[src/logic/mie_pkg.sv]
// Purpose: constants for the metering interrupt enable block
// Assumes: special function register port of the on-chip core, 8-bit data
// Notes:   addresses are byte addresses of the register space
`default_nettype none
package mie_pkg;
	// special function register addresses
	localparam logic [7:0] ADDR_EN_LOW     = 8'hD9;
	localparam logic [7:0] ADDR_EN_MID     = 8'hDA;
	localparam logic [7:0] ADDR_EN_HIGH    = 8'hDB;
	localparam logic [7:0] ADDR_ST_LOW     = 8'hDC;
	localparam logic [7:0] ADDR_ST_MID     = 8'hDD;
	localparam logic [7:0] ADDR_ST_HIGH    = 8'hDE;
	localparam logic [7:0] ADDR_WAVE_FIRST = 8'hE2;
	localparam logic [7:0] ADDR_WAVE_LAST  = 8'hE7;
	localparam logic [7:0] ADDR_WAVE_VOLT  = 8'hE5;
	// implemented bits; reserved bits read as zero
	localparam logic [7:0] EN_LOW_MASK     = 8'h3F;
	localparam logic [7:0] EN_MID_MASK     = 8'hFF;
	localparam logic [7:0] EN_HIGH_MASK    = 8'h3F;
	localparam logic [7:0] EN_RESET        = 8'h00;
	localparam logic [7:0] ST_RESET        = 8'h00;
	// field positions
	localparam int ST_SUMMARY_BIT  = 7;
	localparam int ST_RESET_BIT    = 7;
	localparam int WAVE_READY_BIT  = 5;
	localparam int PULSE2_BIT      = 7;
	localparam int PULSE1_BIT      = 6;
	localparam int GAIN_CUR_LSB    = 0;
	localparam int GAIN_RANGE_LSB  = 3;
	localparam int GAIN_VOLT_LSB   = 5;
	localparam int GAIN_FIELD_W    = 3;
	localparam int GAIN_RANGE_W    = 2;
	localparam logic [2:0] GAIN_MAX_CODE = 3'h4;
	// converter timing: modulator clock is the master clock over five
	localparam int MOD_CLK_DIV     = 5;
	localparam logic [2:0] MOD_DIV_LAST = 3'h4;
	localparam int SAMPLE_W        = 24;
	localparam int DECIM_LOG       = 5;
endpackage
`default_nettype wire

[src/logic/mie_decim.sv]
// Purpose: decimating low-pass filter for one modulator bit stream
// Assumes: strobe_i marks each modulator sample; bit_i already synchronised
// Notes:   box-car average of 2**LOG bits, scaled into a signed W-bit word
`timescale 1ns/10ps
`default_nettype none
module mie_decim #(
	parameter int LOG = 5,
	parameter int W   = 24
) (
	input  wire logic         clk_i,
	input  wire logic         rst_i,
	input  wire logic         clr_i,
	input  wire logic         strobe_i,
	input  wire logic         bit_i,
	output logic [W-1:0]      data_o,
	output logic              valid_o
);
	logic [LOG:0]   ones_r,  ones_nxt;
	logic [LOG-1:0] cnt_r,   cnt_nxt;
	logic [W-1:0]   data_r,  data_nxt;
	logic           valid_r, valid_nxt;
	logic [LOG:0]   ones_tot;
	logic [LOG+1:0] diff;

	// count ones over a window, emit twos-complement average at window end
	always_comb begin
		ones_tot  = ones_r + {{LOG{1'b0}}, bit_i};
		diff      = {ones_tot, 1'b0} - (LOG+2)'(1 << LOG);
		ones_nxt  = ones_r;
		cnt_nxt   = cnt_r;
		data_nxt  = data_r;
		valid_nxt = 1'b0;
		if (clr_i) begin
			ones_nxt = '0;
			cnt_nxt  = '0;
		end else if (strobe_i) begin
			cnt_nxt = cnt_r + 1'b1;
			if (&cnt_r) begin
				data_nxt  = {diff, {(W-LOG-2){1'b0}}};
				valid_nxt = 1'b1;
				ones_nxt  = '0;
			end else begin
				ones_nxt = ones_tot;
			end
		end
	end

	always_ff @(posedge clk_i) begin
		if (rst_i) begin
			ones_r  <= '0;
			cnt_r   <= '0;
			data_r  <= '0;
			valid_r <= 1'b0;
		end else begin
			ones_r  <= ones_nxt;
			cnt_r   <= cnt_nxt;
			data_r  <= data_nxt;
			valid_r <= valid_nxt;
		end
	end

	assign data_o  = data_r;
	assign valid_o = valid_r;
endmodule
`default_nettype wire

[src/logic/mie_top.sv]
// Purpose: metering interrupt enables, status flags and converter control
// Assumes: core special function register port on clk_i; events on clk_i
// Notes:   modulator bits come from the analog side and are synchronised
`timescale 1ns/10ps
`default_nettype none
module mie_top
	import mie_pkg::*;
#(
	parameter int DLOG = DECIM_LOG
) (
	input  wire logic        clk_i,
	input  wire logic        rst_i,
	input  wire logic [7:0]  sfr_addr_i,
	input  wire logic [7:0]  sfr_wdata_i,
	input  wire logic        sfr_wr_i,
	input  wire logic        sfr_rd_i,
	output logic [7:0]       sfr_rdata_o,
	input  wire logic [5:0]  evt_low_i,
	input  wire logic [7:0]  evt_mid_i,
	input  wire logic [4:0]  evt_high_i,
	input  wire logic [7:0]  gain_cfg_i,
	input  wire logic        battery_power_mode_i,
	input  wire logic        sleep_power_mode_i,
	input  wire logic        cur_mod_bit_i,
	input  wire logic        volt_mod_bit_i,
	output logic             irq_o,
	output logic             adc_power_down_o,
	output logic             mod_strobe_o,
	output logic [2:0]       cur_gain_o,
	output logic [2:0]       volt_gain_o,
	output logic [1:0]       cur_range_o,
	output logic [23:0]      cur_sample_o,
	output logic [23:0]      volt_sample_o,
	output logic             sample_valid_o
);
	logic [7:0] en_low_r,  en_low_nxt;
	logic [7:0] en_mid_r,  en_mid_nxt;
	logic [7:0] en_high_r, en_high_nxt;
	logic [7:0] st_low_r,  st_low_nxt;
	logic [7:0] st_mid_r,  st_mid_nxt;
	logic [7:0] st_high_r, st_high_nxt;
	logic       irq_r,     irq_nxt;
	logic [7:0] rdata_r,   rdata_nxt;
	logic       rst_d_r;
	logic       pending;
	logic [7:0] set_low, set_mid, set_high;
	logic [2:0] div_r,     div_nxt;
	logic       strobe_r,  strobe_nxt;
	logic       pd_r,      pd_nxt;
	logic [2:0] cgain_r,   cgain_nxt;
	logic [2:0] vgain_r,   vgain_nxt;
	logic [1:0] range_r,   range_nxt;
	logic       cur_s1_r,  cur_s2_r;
	logic       volt_s1_r, volt_s2_r;
	logic [SAMPLE_W-1:0] cur_data, volt_data;
	logic       cur_valid, volt_valid;
	logic [2:0] wave_idx;

	// clamp a gain code to the largest legal setting (x16)
	function automatic logic [2:0] clamp_gain(input logic [2:0] code);
		clamp_gain = (code > GAIN_MAX_CODE) ? GAIN_MAX_CODE : code;
	endfunction

	// enable registers: software written, reserved bits masked to zero
	always_comb begin
		en_low_nxt  = en_low_r;
		en_mid_nxt  = en_mid_r;
		en_high_nxt = en_high_r;
		if (sfr_wr_i) begin
			case (sfr_addr_i)
				ADDR_EN_LOW:  en_low_nxt  = sfr_wdata_i & EN_LOW_MASK;
				ADDR_EN_MID:  en_mid_nxt  = sfr_wdata_i & EN_MID_MASK;
				ADDR_EN_HIGH: en_high_nxt = sfr_wdata_i & EN_HIGH_MASK;
				default: ;
			endcase
		end
	end

	always_ff @(posedge clk_i) begin
		if (rst_i) begin
			en_low_r  <= EN_RESET;
			en_mid_r  <= EN_RESET;
			en_high_r <= EN_RESET;
		end else begin
			en_low_r  <= en_low_nxt;
			en_mid_r  <= en_mid_nxt;
			en_high_r <= en_high_nxt;
		end
	end

	// event sets: pulse flags set regardless of any pulse output enable
	always_comb begin
		set_low  = {2'b00, evt_low_i};
		set_mid  = evt_mid_i;
		set_high = {rst_d_r, 1'b0, cur_valid, evt_high_i}; // end of reset, waveform ready, events
	end

	// status flags: writing zero clears a bit, a same-cycle event wins
	always_comb begin
		st_low_nxt  = st_low_r;
		st_mid_nxt  = st_mid_r;
		st_high_nxt = st_high_r;
		if (sfr_wr_i) begin
			case (sfr_addr_i)
				ADDR_ST_LOW:  st_low_nxt  = st_low_r & sfr_wdata_i;
				ADDR_ST_MID:  st_mid_nxt  = st_mid_r & sfr_wdata_i;
				ADDR_ST_HIGH: st_high_nxt = st_high_r & sfr_wdata_i;
				default: ;
			endcase
		end
		st_low_nxt  = (st_low_nxt | set_low) & EN_LOW_MASK;
		st_mid_nxt  = st_mid_nxt | set_mid;
		st_high_nxt = (st_high_nxt | set_high) & {1'b1, 1'b0, EN_HIGH_MASK[5:0]};
	end

	// pending request is the OR of every flag gated by its enable
	always_comb begin
		pending = |(st_low_r & en_low_r)
		        | |(st_mid_r & en_mid_r)
		        | |(st_high_r & en_high_r);
		irq_nxt = pending;
	end

	always_ff @(posedge clk_i) begin
		if (rst_i) begin
			st_low_r  <= ST_RESET;
			st_mid_r  <= ST_RESET;
			st_high_r <= ST_RESET;
			irq_r     <= 1'b0;
			rst_d_r   <= 1'b1;
		end else begin
			st_low_r  <= st_low_nxt;
			st_mid_r  <= st_mid_nxt;
			st_high_r <= st_high_nxt;
			irq_r     <= irq_nxt;
			rst_d_r   <= 1'b0;
		end
	end

	// read mux: summary bit reflects pending, waveform bytes mapped low first
	always_comb begin
		wave_idx  = 3'(sfr_addr_i - ADDR_WAVE_FIRST);
		rdata_nxt = rdata_r;
		if (sfr_rd_i) begin
			rdata_nxt = 8'h00;
			case (sfr_addr_i)
				ADDR_EN_LOW:  rdata_nxt = en_low_r;
				ADDR_EN_MID:  rdata_nxt = en_mid_r;
				ADDR_EN_HIGH: rdata_nxt = en_high_r;
				ADDR_ST_LOW:  rdata_nxt = {pending, st_low_r[6:0]};
				ADDR_ST_MID:  rdata_nxt = st_mid_r;
				ADDR_ST_HIGH: rdata_nxt = st_high_r;
				default: begin
					if (sfr_addr_i >= ADDR_WAVE_FIRST && sfr_addr_i <= ADDR_WAVE_LAST) begin
						if (sfr_addr_i < ADDR_WAVE_VOLT)
							rdata_nxt = cur_sample_o[wave_idx*8 +: 8];
						else
							rdata_nxt = volt_sample_o[(wave_idx-3'h3)*8 +: 8];
					end
				end
			endcase
		end
	end

	always_ff @(posedge clk_i) begin
		if (rst_i)
			rdata_r <= 8'h00;
		else
			rdata_r <= rdata_nxt;
	end

	// modulator clock divider and converter power-down
	always_comb begin
		pd_nxt     = battery_power_mode_i | sleep_power_mode_i;
		div_nxt    = div_r;
		strobe_nxt = 1'b0;
		if (pd_r) begin
			div_nxt = 3'h0;
		end else if (div_r == MOD_DIV_LAST) begin
			div_nxt    = 3'h0;
			strobe_nxt = 1'b1;
		end else begin
			div_nxt = div_r + 3'h1;
		end
	end

	// gain fields decoded into shift codes and the current input range
	always_comb begin
		cgain_nxt = clamp_gain(gain_cfg_i[GAIN_CUR_LSB +: GAIN_FIELD_W]);
		vgain_nxt = clamp_gain(gain_cfg_i[GAIN_VOLT_LSB +: GAIN_FIELD_W]);
		range_nxt = gain_cfg_i[GAIN_RANGE_LSB +: GAIN_RANGE_W];
	end

	always_ff @(posedge clk_i) begin
		if (rst_i) begin
			div_r    <= 3'h0;
			strobe_r <= 1'b0;
			pd_r     <= 1'b1;
			cgain_r  <= 3'h0;
			vgain_r  <= 3'h0;
			range_r  <= 2'h0;
		end else begin
			div_r    <= div_nxt;
			strobe_r <= strobe_nxt;
			pd_r     <= pd_nxt;
			cgain_r  <= cgain_nxt;
			vgain_r  <= vgain_nxt;
			range_r  <= range_nxt;
		end
	end

	// two-stage synchronisers for the analog modulator bit streams
	always_ff @(posedge clk_i) begin
		if (rst_i) begin
			cur_s1_r  <= 1'b0;
			cur_s2_r  <= 1'b0;
			volt_s1_r <= 1'b0;
			volt_s2_r <= 1'b0;
		end else begin
			cur_s1_r  <= cur_mod_bit_i;
			cur_s2_r  <= cur_s1_r;
			volt_s1_r <= volt_mod_bit_i;
			volt_s2_r <= volt_s1_r;
		end
	end

	mie_decim #(.LOG(DLOG), .W(SAMPLE_W)) u_cur_decim (
		.clk_i    (clk_i),
		.rst_i    (rst_i),
		.clr_i    (pd_r),
		.strobe_i (strobe_r),
		.bit_i    (cur_s2_r),
		.data_o   (cur_data),
		.valid_o  (cur_valid)
	);

	mie_decim #(.LOG(DLOG), .W(SAMPLE_W)) u_volt_decim (
		.clk_i    (clk_i),
		.rst_i    (rst_i),
		.clr_i    (pd_r),
		.strobe_i (strobe_r),
		.bit_i    (volt_s2_r),
		.data_o   (volt_data),
		.valid_o  (volt_valid)
	);

	// outputs straight from flip-flops, except sample_valid_o, the AND of both valid flags
	assign sfr_rdata_o      = rdata_r;
	assign irq_o            = irq_r;
	assign adc_power_down_o = pd_r;
	assign mod_strobe_o     = strobe_r;
	assign cur_gain_o       = cgain_r;
	assign volt_gain_o      = vgain_r;
	assign cur_range_o      = range_r;
	assign cur_sample_o     = cur_data;
	assign volt_sample_o    = volt_data;
	assign sample_valid_o   = cur_valid & volt_valid;

	// checks on the interrupt path, converter power-down, strobe spacing and gain clamp
	low_gate_a: assert property (@(posedge clk_i) disable iff (rst_i)
		(evt_low_i[0] && en_low_r[0] && !sfr_wr_i) |-> ##2 irq_o)
		else $error("enabled low flag did not raise interrupt");
	pulse2_gate_a: assert property (@(posedge clk_i) disable iff (rst_i)
		(evt_mid_i[PULSE2_BIT] && en_mid_r[PULSE2_BIT] && !sfr_wr_i) |-> ##2 irq_o)
		else $error("second pulse did not raise interrupt");
	pulse1_gate_a: assert property (@(posedge clk_i) disable iff (rst_i)
		(evt_mid_i[PULSE1_BIT] && en_mid_r[PULSE1_BIT] && !sfr_wr_i) |-> ##2 irq_o)
		else $error("first pulse did not raise interrupt");
	pulse_flag_a: assert property (@(posedge clk_i) disable iff (rst_i)
		evt_mid_i[PULSE1_BIT] |=> st_mid_r[PULSE1_BIT])
		else $error("pulse flag not set");
	masked_quiet_a: assert property (@(posedge clk_i) disable iff (rst_i)
		(en_low_r == 8'h00 && en_mid_r == 8'h00 && en_high_r == 8'h00) |=> !irq_o)
		else $error("interrupt with all sources disabled");
	irq_hold_a: assert property (@(posedge clk_i) disable iff (rst_i)
		(irq_o && !sfr_wr_i && !$past(sfr_wr_i)) |=> irq_o)
		else $error("interrupt dropped without a write");
	reset_clean_a: assert property (@(posedge clk_i)
		$fell(rst_i) |-> (en_low_r == 8'h00 && en_high_r == 8'h00 && !irq_o))
		else $error("enables or interrupt not clear after reset");
	power_down_a: assert property (@(posedge clk_i) disable iff (rst_i)
		(battery_power_mode_i || sleep_power_mode_i) |=> adc_power_down_o ##1 !mod_strobe_o)
		else $error("converters not powered down");
	mod_period_a: assert property (@(posedge clk_i) disable iff (rst_i)
		(mod_strobe_o && !adc_power_down_o) |=> !mod_strobe_o [*4])
		else $error("modulator strobe spacing wrong");
	gain_clamp_a: assert property (@(posedge clk_i) disable iff (rst_i)
		(gain_cfg_i[2:0] == 3'h7) |=> (cur_gain_o == 3'h4))
		else $error("current gain code not clamped");
endmodule
`default_nettype wire

[config.mk]
export PLATFORM = sky130hd
export DESIGN_NAME = mie_top
export DESIGN_NICKNAME = d
export VERILOG_FILES = /design/src/logic/mie_pkg.sv /design/src/logic/mie_decim.sv /design/src/logic/mie_top.sv
export SDC_FILE = /design/constraint.sdc
export NUM_CORES = 1
export LEC_CHECK = 0
export BUFFER_PORTS_ARGS = -buffer_cell sky130_fd_sc_hd__clkbuf_2
export CAP_MARGIN = 10
export CORE_MARGIN = 1.5
export CORE_UTILIZATION = 59
export CTS_CLUSTER_SIZE = 20
export DETAILED_ROUTE_END_ITERATION = 10
export GPL_TIMING_DRIVEN = 0
export HOLD_SLACK_MARGIN = 0.05
export PLACE_DENSITY = 0.95
export SYNTH_ARGS = -nofsm -noshare
export SYNTH_HDL_FRONTEND = slang
export SYNTH_HIERARCHICAL = 1
export SYNTH_SLANG_ARGS = --single-unit
[constraint.sdc]
create_clock -name clk_i -period 5.2 [get_ports clk_i]
set_input_delay 0.52 -clock clk_i [delete_from_list [all_inputs] [get_ports clk_i]]
set_output_delay 0.52 -clock clk_i [all_outputs]
set_load 0.1 [all_outputs]
==> impl_metrics.toml, run 1 <==
[power_and_ir_drop]
powerDensity_nw_per_um2 = 268
leakagePower_nw = 2.78
ir_drop_mv = 0.183

[logic_synthesis]
synthAdderAreaFrac = 0.0414
ys_types = 61
synth_top_area_frac = 0.383
synth_top_area_cell = "dfxtp_1"
synthXorXnorAreaFrac = 0.0193
synthSimpleGateAreaFrac = 0.184
synth.area.top_cells = "dfxtp_1, mux2i_1, buf_4"
avgSynthCellArea_um2 = 9.11
synth.mux.area_fraction = 0.0906
syn_inst = 597
synth_area_um2 = 5440
synth_compound_gate_area_share = 0.184
synthFlopType = "dfxtp_1"
ys_seq_area_frac = 0.383
synthArstFlopShare = 0
synth_top_family_by_area = "compound AO/OA/AOI/OAI gates"
synth-seq-cells = 104
synth_edf_count = 0
yosysWarnings = 6

[routing]
drt_iter0_drc = 369
drcViolationCount = 0
vias_per_cell = 5.78
detail_route.wl_per_cell_um = 17.2
final_antenna_net_count = 0
wl_um = 14400
drt-pass1-iter-count = 6
vias = 4841

[sta]
final_max_slew_viol_count = 0
fin_setup_tns_ns = 0
slew_headroom = 0.518
clock_skew_ns = 0.0151
min_period_ns = 2.32
setup_viol = 0
timing.hold.ws_ns = 0.327
hold_violations = 0
fin_crit_sh = 0.445
worst_pin_slew_ns = 0.724
rsz0062_at_grt = "false"
clock.fmax_ghz = 0.432

[worst_hold_path]
hold_path.class = "input pin to flip-flop"
min_path_cells = 2
min_from = "gain_cfg_i[7]"
whs_endpoint = "volt_gain_o[1]"

[critical_path]
r2r_cells = 4
path_max_fanout = 10
timing_worst_setup_path_type = "input pin to flip-flop"
start_kind = "input pin"
timing.rr.end = "u_cur_decim/data_o[23]"
cp-end-kind = "flip-flop"
cp_data_required_time_ns = 5.48
worstReg2RegStart = "mod_strobe_o"
critPathArrivalTime_ns = 2.59
reg2reg_slack_ns = 3.32

[cells_and_area]
register_area_um2 = 2080
multi_input_area_um2 = 2960
drive_gt1_frac = 0.228
layout_common_cells = "dfxtp_1, clkbuf_2, nor2_1"
final_common_cell = "dfxtp_1"
nets = 793
n_antenna_cell = 0
finalNonFillerCells = 837
area_growth_pct = 16.3
num-fill-cells = 697

[clock_network]
clk-insertion-delay-late_ns = 0.37
path_clk_slew_ns = 0.10
cts_setup_buffers = 0
cts_tree = "yes"
clk_path_buf_depth = 2
holdBufCountCts = 0
cts_resized = 0
cts-root-buf = "clkbuf_8"
cts.sinks = 104
cts_max_level = 3
numCtsBuffers = 9

[floorplanning]
num_rows = 34
core_um2 = 8810
die_h_um = 99.0
start_util = 0.618
boundaryPins = 119
die_w_um = 99.0
die_area_um2 = 9800

[run_status]
outcome = "finished, final reports clean"

[placement]
post-dp-hpwl_um = 11100
place.gp.congestion = 0.951
io_buffers = 82
dp.cells = 821

[global_route]
grt_pass1_wl_um = 22900
gr-total-overflow = 0
antenna_found_initial = 0
grt_max_degree = 21
grt_usage = 0.294
grt_pass1_vias = 4732

[flow_run]
cap_violations = 0
==> how the worst max path moves through the flow <==
stage | startpoint | endpoint | slack (ns)
5_1_grt | sfr_addr_i[1] | sfr_rdata_o[2] | 2.77
2_1_floorplan | mod_strobe_o | u_cur_decim/data_o[23] | 2.95
3_3_place_gp | sfr_addr_i[0] | sfr_rdata_o[1] | 2.64
6_report | sfr_addr_i[1] | sfr_rdata_o[5] | 2.88
4_1_cts | sfr_addr_i[1] | sfr_rdata_o[5] | 2.89
3_5_place_dp | sfr_addr_i[1] | sfr_rdata_o[2] | 2.53
==> worst max-delay path, stage by stage <==
cell      delay, ns
clkbuf_2       0.13
buf_4          0.24
inv_1          0.13
ha_1           0.34
nand4b_1       0.23
a221oi_4       0.42
a32o_1         0.20
nand2_1        0.08
a311oi_2       0.29
==> state kept, by name, summed over array words and instances (netlist names), 7 cells and up <==
signal and count:
st_mid_r 8, sfr_rdata_o 8, st_high_r 7, en_mid_r 8
==> synthesized netlist by cell type (3+ instances only) <==
library cell / count
a211oi_1: 4
a21oi_1: 33
a221oi_1: 8
a22o_1: 8
a22oi_1: 9
a311oi_1: 3
a32o_1: 9
and2_1: 4
and3_1: 6
buf_2: 6
buf_4: 40
clkbuf_1: 15
dfxtp_1: 104
ha_1: 18
inv_1: 35
mux2i_1: 47
nand2_1: 19
nand2b_1: 20
nand3_1: 12
nand3_2: 3
nand3b_1: 5
nand4_1: 3
nor2_1: 56
nor2b_1: 15
nor3_1: 5
nor3b_1: 4
o21ai_0: 32
o2bb2ai_1: 14
xnor2_1: 8
xor2_1: 4
==> cell families (layout without fill, tap and decap cells) <==
| family | Yosys count | count (layout) |
|---|---|---|
| and+or+nand+nor | 174 | 174 |
| AOI/OAI and AO/OA | 141 | 141 |
| DFF | 104 | 104 |
| buffers and inverters | 97 | 195 |
| muxes | 49 | 49 |
| adders and majority gates | 18 | 18 |
| xor gates and xnor gates | 12 | 12 |
| other | 2 | 36 |
==> power breakdown <==
| group | switching (mW) | total (mW) | internal (mW) |
|---|---|---|---|
| sequential | 0.0155 | 0.831 | 0.816 |
| clock | 0.292 | 0.535 | 0.243 |
| combinational | 0.249 | 0.329 | 0.0799 |
==> cell type report <==
class	instances	share of cell area
buffer	62	0.0629
clock buffer	10	0.0218
clock inverter	6	0.0121
inverter	35	0.0208
multi-input combinational	430	0.467
sequential	104	0.329
tap	108	0.0214
timing repair buffer	82	0.0649
==> layer usage <==
layer,vias up,part of all wire,track usage
li1,2306,-,-
met2,245,0.48,0.499
met3,39,0.081,0.0567
met1,2251,0.42,0.375
met4,0,0.025,0.102
met5,-,0,0
==> stage by stage <==
step	util	setup slack (ns)	cell area, um2	power, mW
global placement	0.694	2.64	6110	1.17
finish	0.718	2.88	6330	1.70
detailed placement	0.694	2.53	6110	1.17
CTS	0.718	2.89	6330	1.69
floorplan	-	2.95	5570	1.11
global route	0.718	2.77	6330	1.75
No activity file was read; power rests on OpenSTA's default activity.
==> inputs of run 2 (changes only) <==
CORE_UTILIZATION = 49   (was 59)
PLACE_DENSITY = 0.85   (was 0.95)
clock period = 1.9 ns   (was 5.2 ns; I/O delays follow)
==> impl_metrics.toml, run 2 (synthesis results as in run 1) <==
[global_route]
grt_pass1_vias = 4832
grt_pass1_wl_um = 23600
antenna_found_initial = 0
grt.busiest_layer = "met2"
grt_util_met3 = 0.0579
gr-total-overflow = 0
grt_use_met1 = 0.320
grt_max_degree = 21
met2_usage = 0.436
grt_usage = 0.259

[sta]
layout_setup_ws_ns = 0.0790
slew_headroom = 0.553
setup_viol = 0
final_max_slew_viol_count = 0
min_period_ns = 1.82
fin_crit_sh = 0.958
clock_skew_ns = 0.0110
clock.fmax_ghz = 0.549
rsz0062_at_grt = "true"
worst_pin_slew_ns = 0.671
hold_violations = 0
timing.hold.ws_ns = 0.0732

[floorplanning]
start_util = 0.502
die_area_um2 = 11700
core_um2 = 10800
die_w_um = 108
num_rows = 38
boundaryPins = 119
die_h_um = 108

[power_and_ir_drop]
powerDensity_nw_per_um2 = 693
ir_drop_mv = 0.487
leakagePower_nw = 2.92

[flow_run]
cap_violations = 0

[routing]
drt_iter0_drc = 572
final_antenna_net_count = 0
vias = 4962
drcViolationCount = 0
wl_um = 15000
drt-pass1-iter-count = 5
detail_route.wl_per_cell_um = 16.7
vias_per_cell = 5.52

[cells_and_area]
register_area_um2 = 2080
final_common_cell = "dfxtp_1"
n_antenna_cell = 0
layout_common_cells = "dfxtp_1, clkbuf_2, nor2_1"
drive_gt1_frac = 0.224
nets = 824
multi_input_area_um2 = 2970
num-fill-cells = 905
area_growth_pct = 23.1

[placement]
place.gp.congestion = 0.972
io_buffers = 82
post-dp-hpwl_um = 11200
post-place-ws_ns = -0.495

[critical_path]
start_kind = "flip-flop"
r2r_cells = 6
cp-end-kind = "flip-flop"
critPathArrivalTime_ns = 2.12
path_max_fanout = 4
cp_data_required_time_ns = 2.20
timing_worst_setup_path_type = "flip-flop to flip-flop"

[clock_network]
cts_max_level = 3
cts.sinks = 104
clk_path_buf_depth = 2
cts_tree = "yes"
path_clk_slew_ns = 0.10
numCtsBuffers = 9
cts-root-buf = "clkbuf_8"
clk-insertion-delay-late_ns = 0.39

[worst_hold_path]
hold_path.class = "input pin to flip-flop"
min_path_cells = 3

[run_status]
outcome = "finished, final reports clean"
-- run 2: per-layer routing --
metal  wire, um  share of wire
met1       6200           0.41
met2       7160           0.48
met3       1280          0.085
met4        387          0.026
met5          0              0
-- run 2: layout make-up --
type / count / share of cell area
multi-input combinational: 430 / 0.444
tap: 140 / 0.0262
buffer: 61 / 0.0607
inverter: 35 / 0.0196
clock inverter: 6 / 0.0103
clock buffer: 9 / 0.0185
timing repair buffer: 114 / 0.109
sequential: 104 / 0.311
-- run 2: worst paths after layout --
kind,startpoint,end,slack [ns]
max,u_cur_decim/ones_r[0],u_cur_decim/data_o[23],0.08
min,sfr_wdata_i[6],en_mid_r[6],0.07
max reg2reg,u_cur_decim/ones_r[0],u_cur_decim/data_o[23],0.08
min reg2reg,volt_s1_r,volt_s2_r,0.43
-- run 2: stage by stage --
stage                     cell area, um2  cells   util  power (mW)  TNS (ns)
after floorplan                     5570    631      -        3.04         0
after global routing                6700    899  0.618        4.79   -0.0362
after global placement              6150    853  0.568        3.20     -4.15
final                               6700    899  0.618        4.64         0
after detailed placement            6150    853  0.568        3.21     -5.81
after CTS                           6670    899  0.615        4.64         0
-- run 2: critical path, stage by stage (launching register included) --
cell and delay, ns:
dfxtp_1 0.36, ha_1 0.22, ha_1 0.24, nand3_1 0.12, xnor2_1 0.21, or4b_1 0.49
o311ai_1 0.09
-- run 2: power by group --
part,internal [mW],switching [mW]
registers,2.23,0.0459
clock network,0.609,0.796
logic,0.263,0.694
total,3.11,1.54
-- run 2: repair_timing --
action	in CTS	in global routing
pin swaps	1	1
endpoints found under the hold margin	28	0
buffers inserted	1	0
resized for setup	1	6
setup endpoints to repair	5	6
gates cloned	0	0
hold buffers	31	0
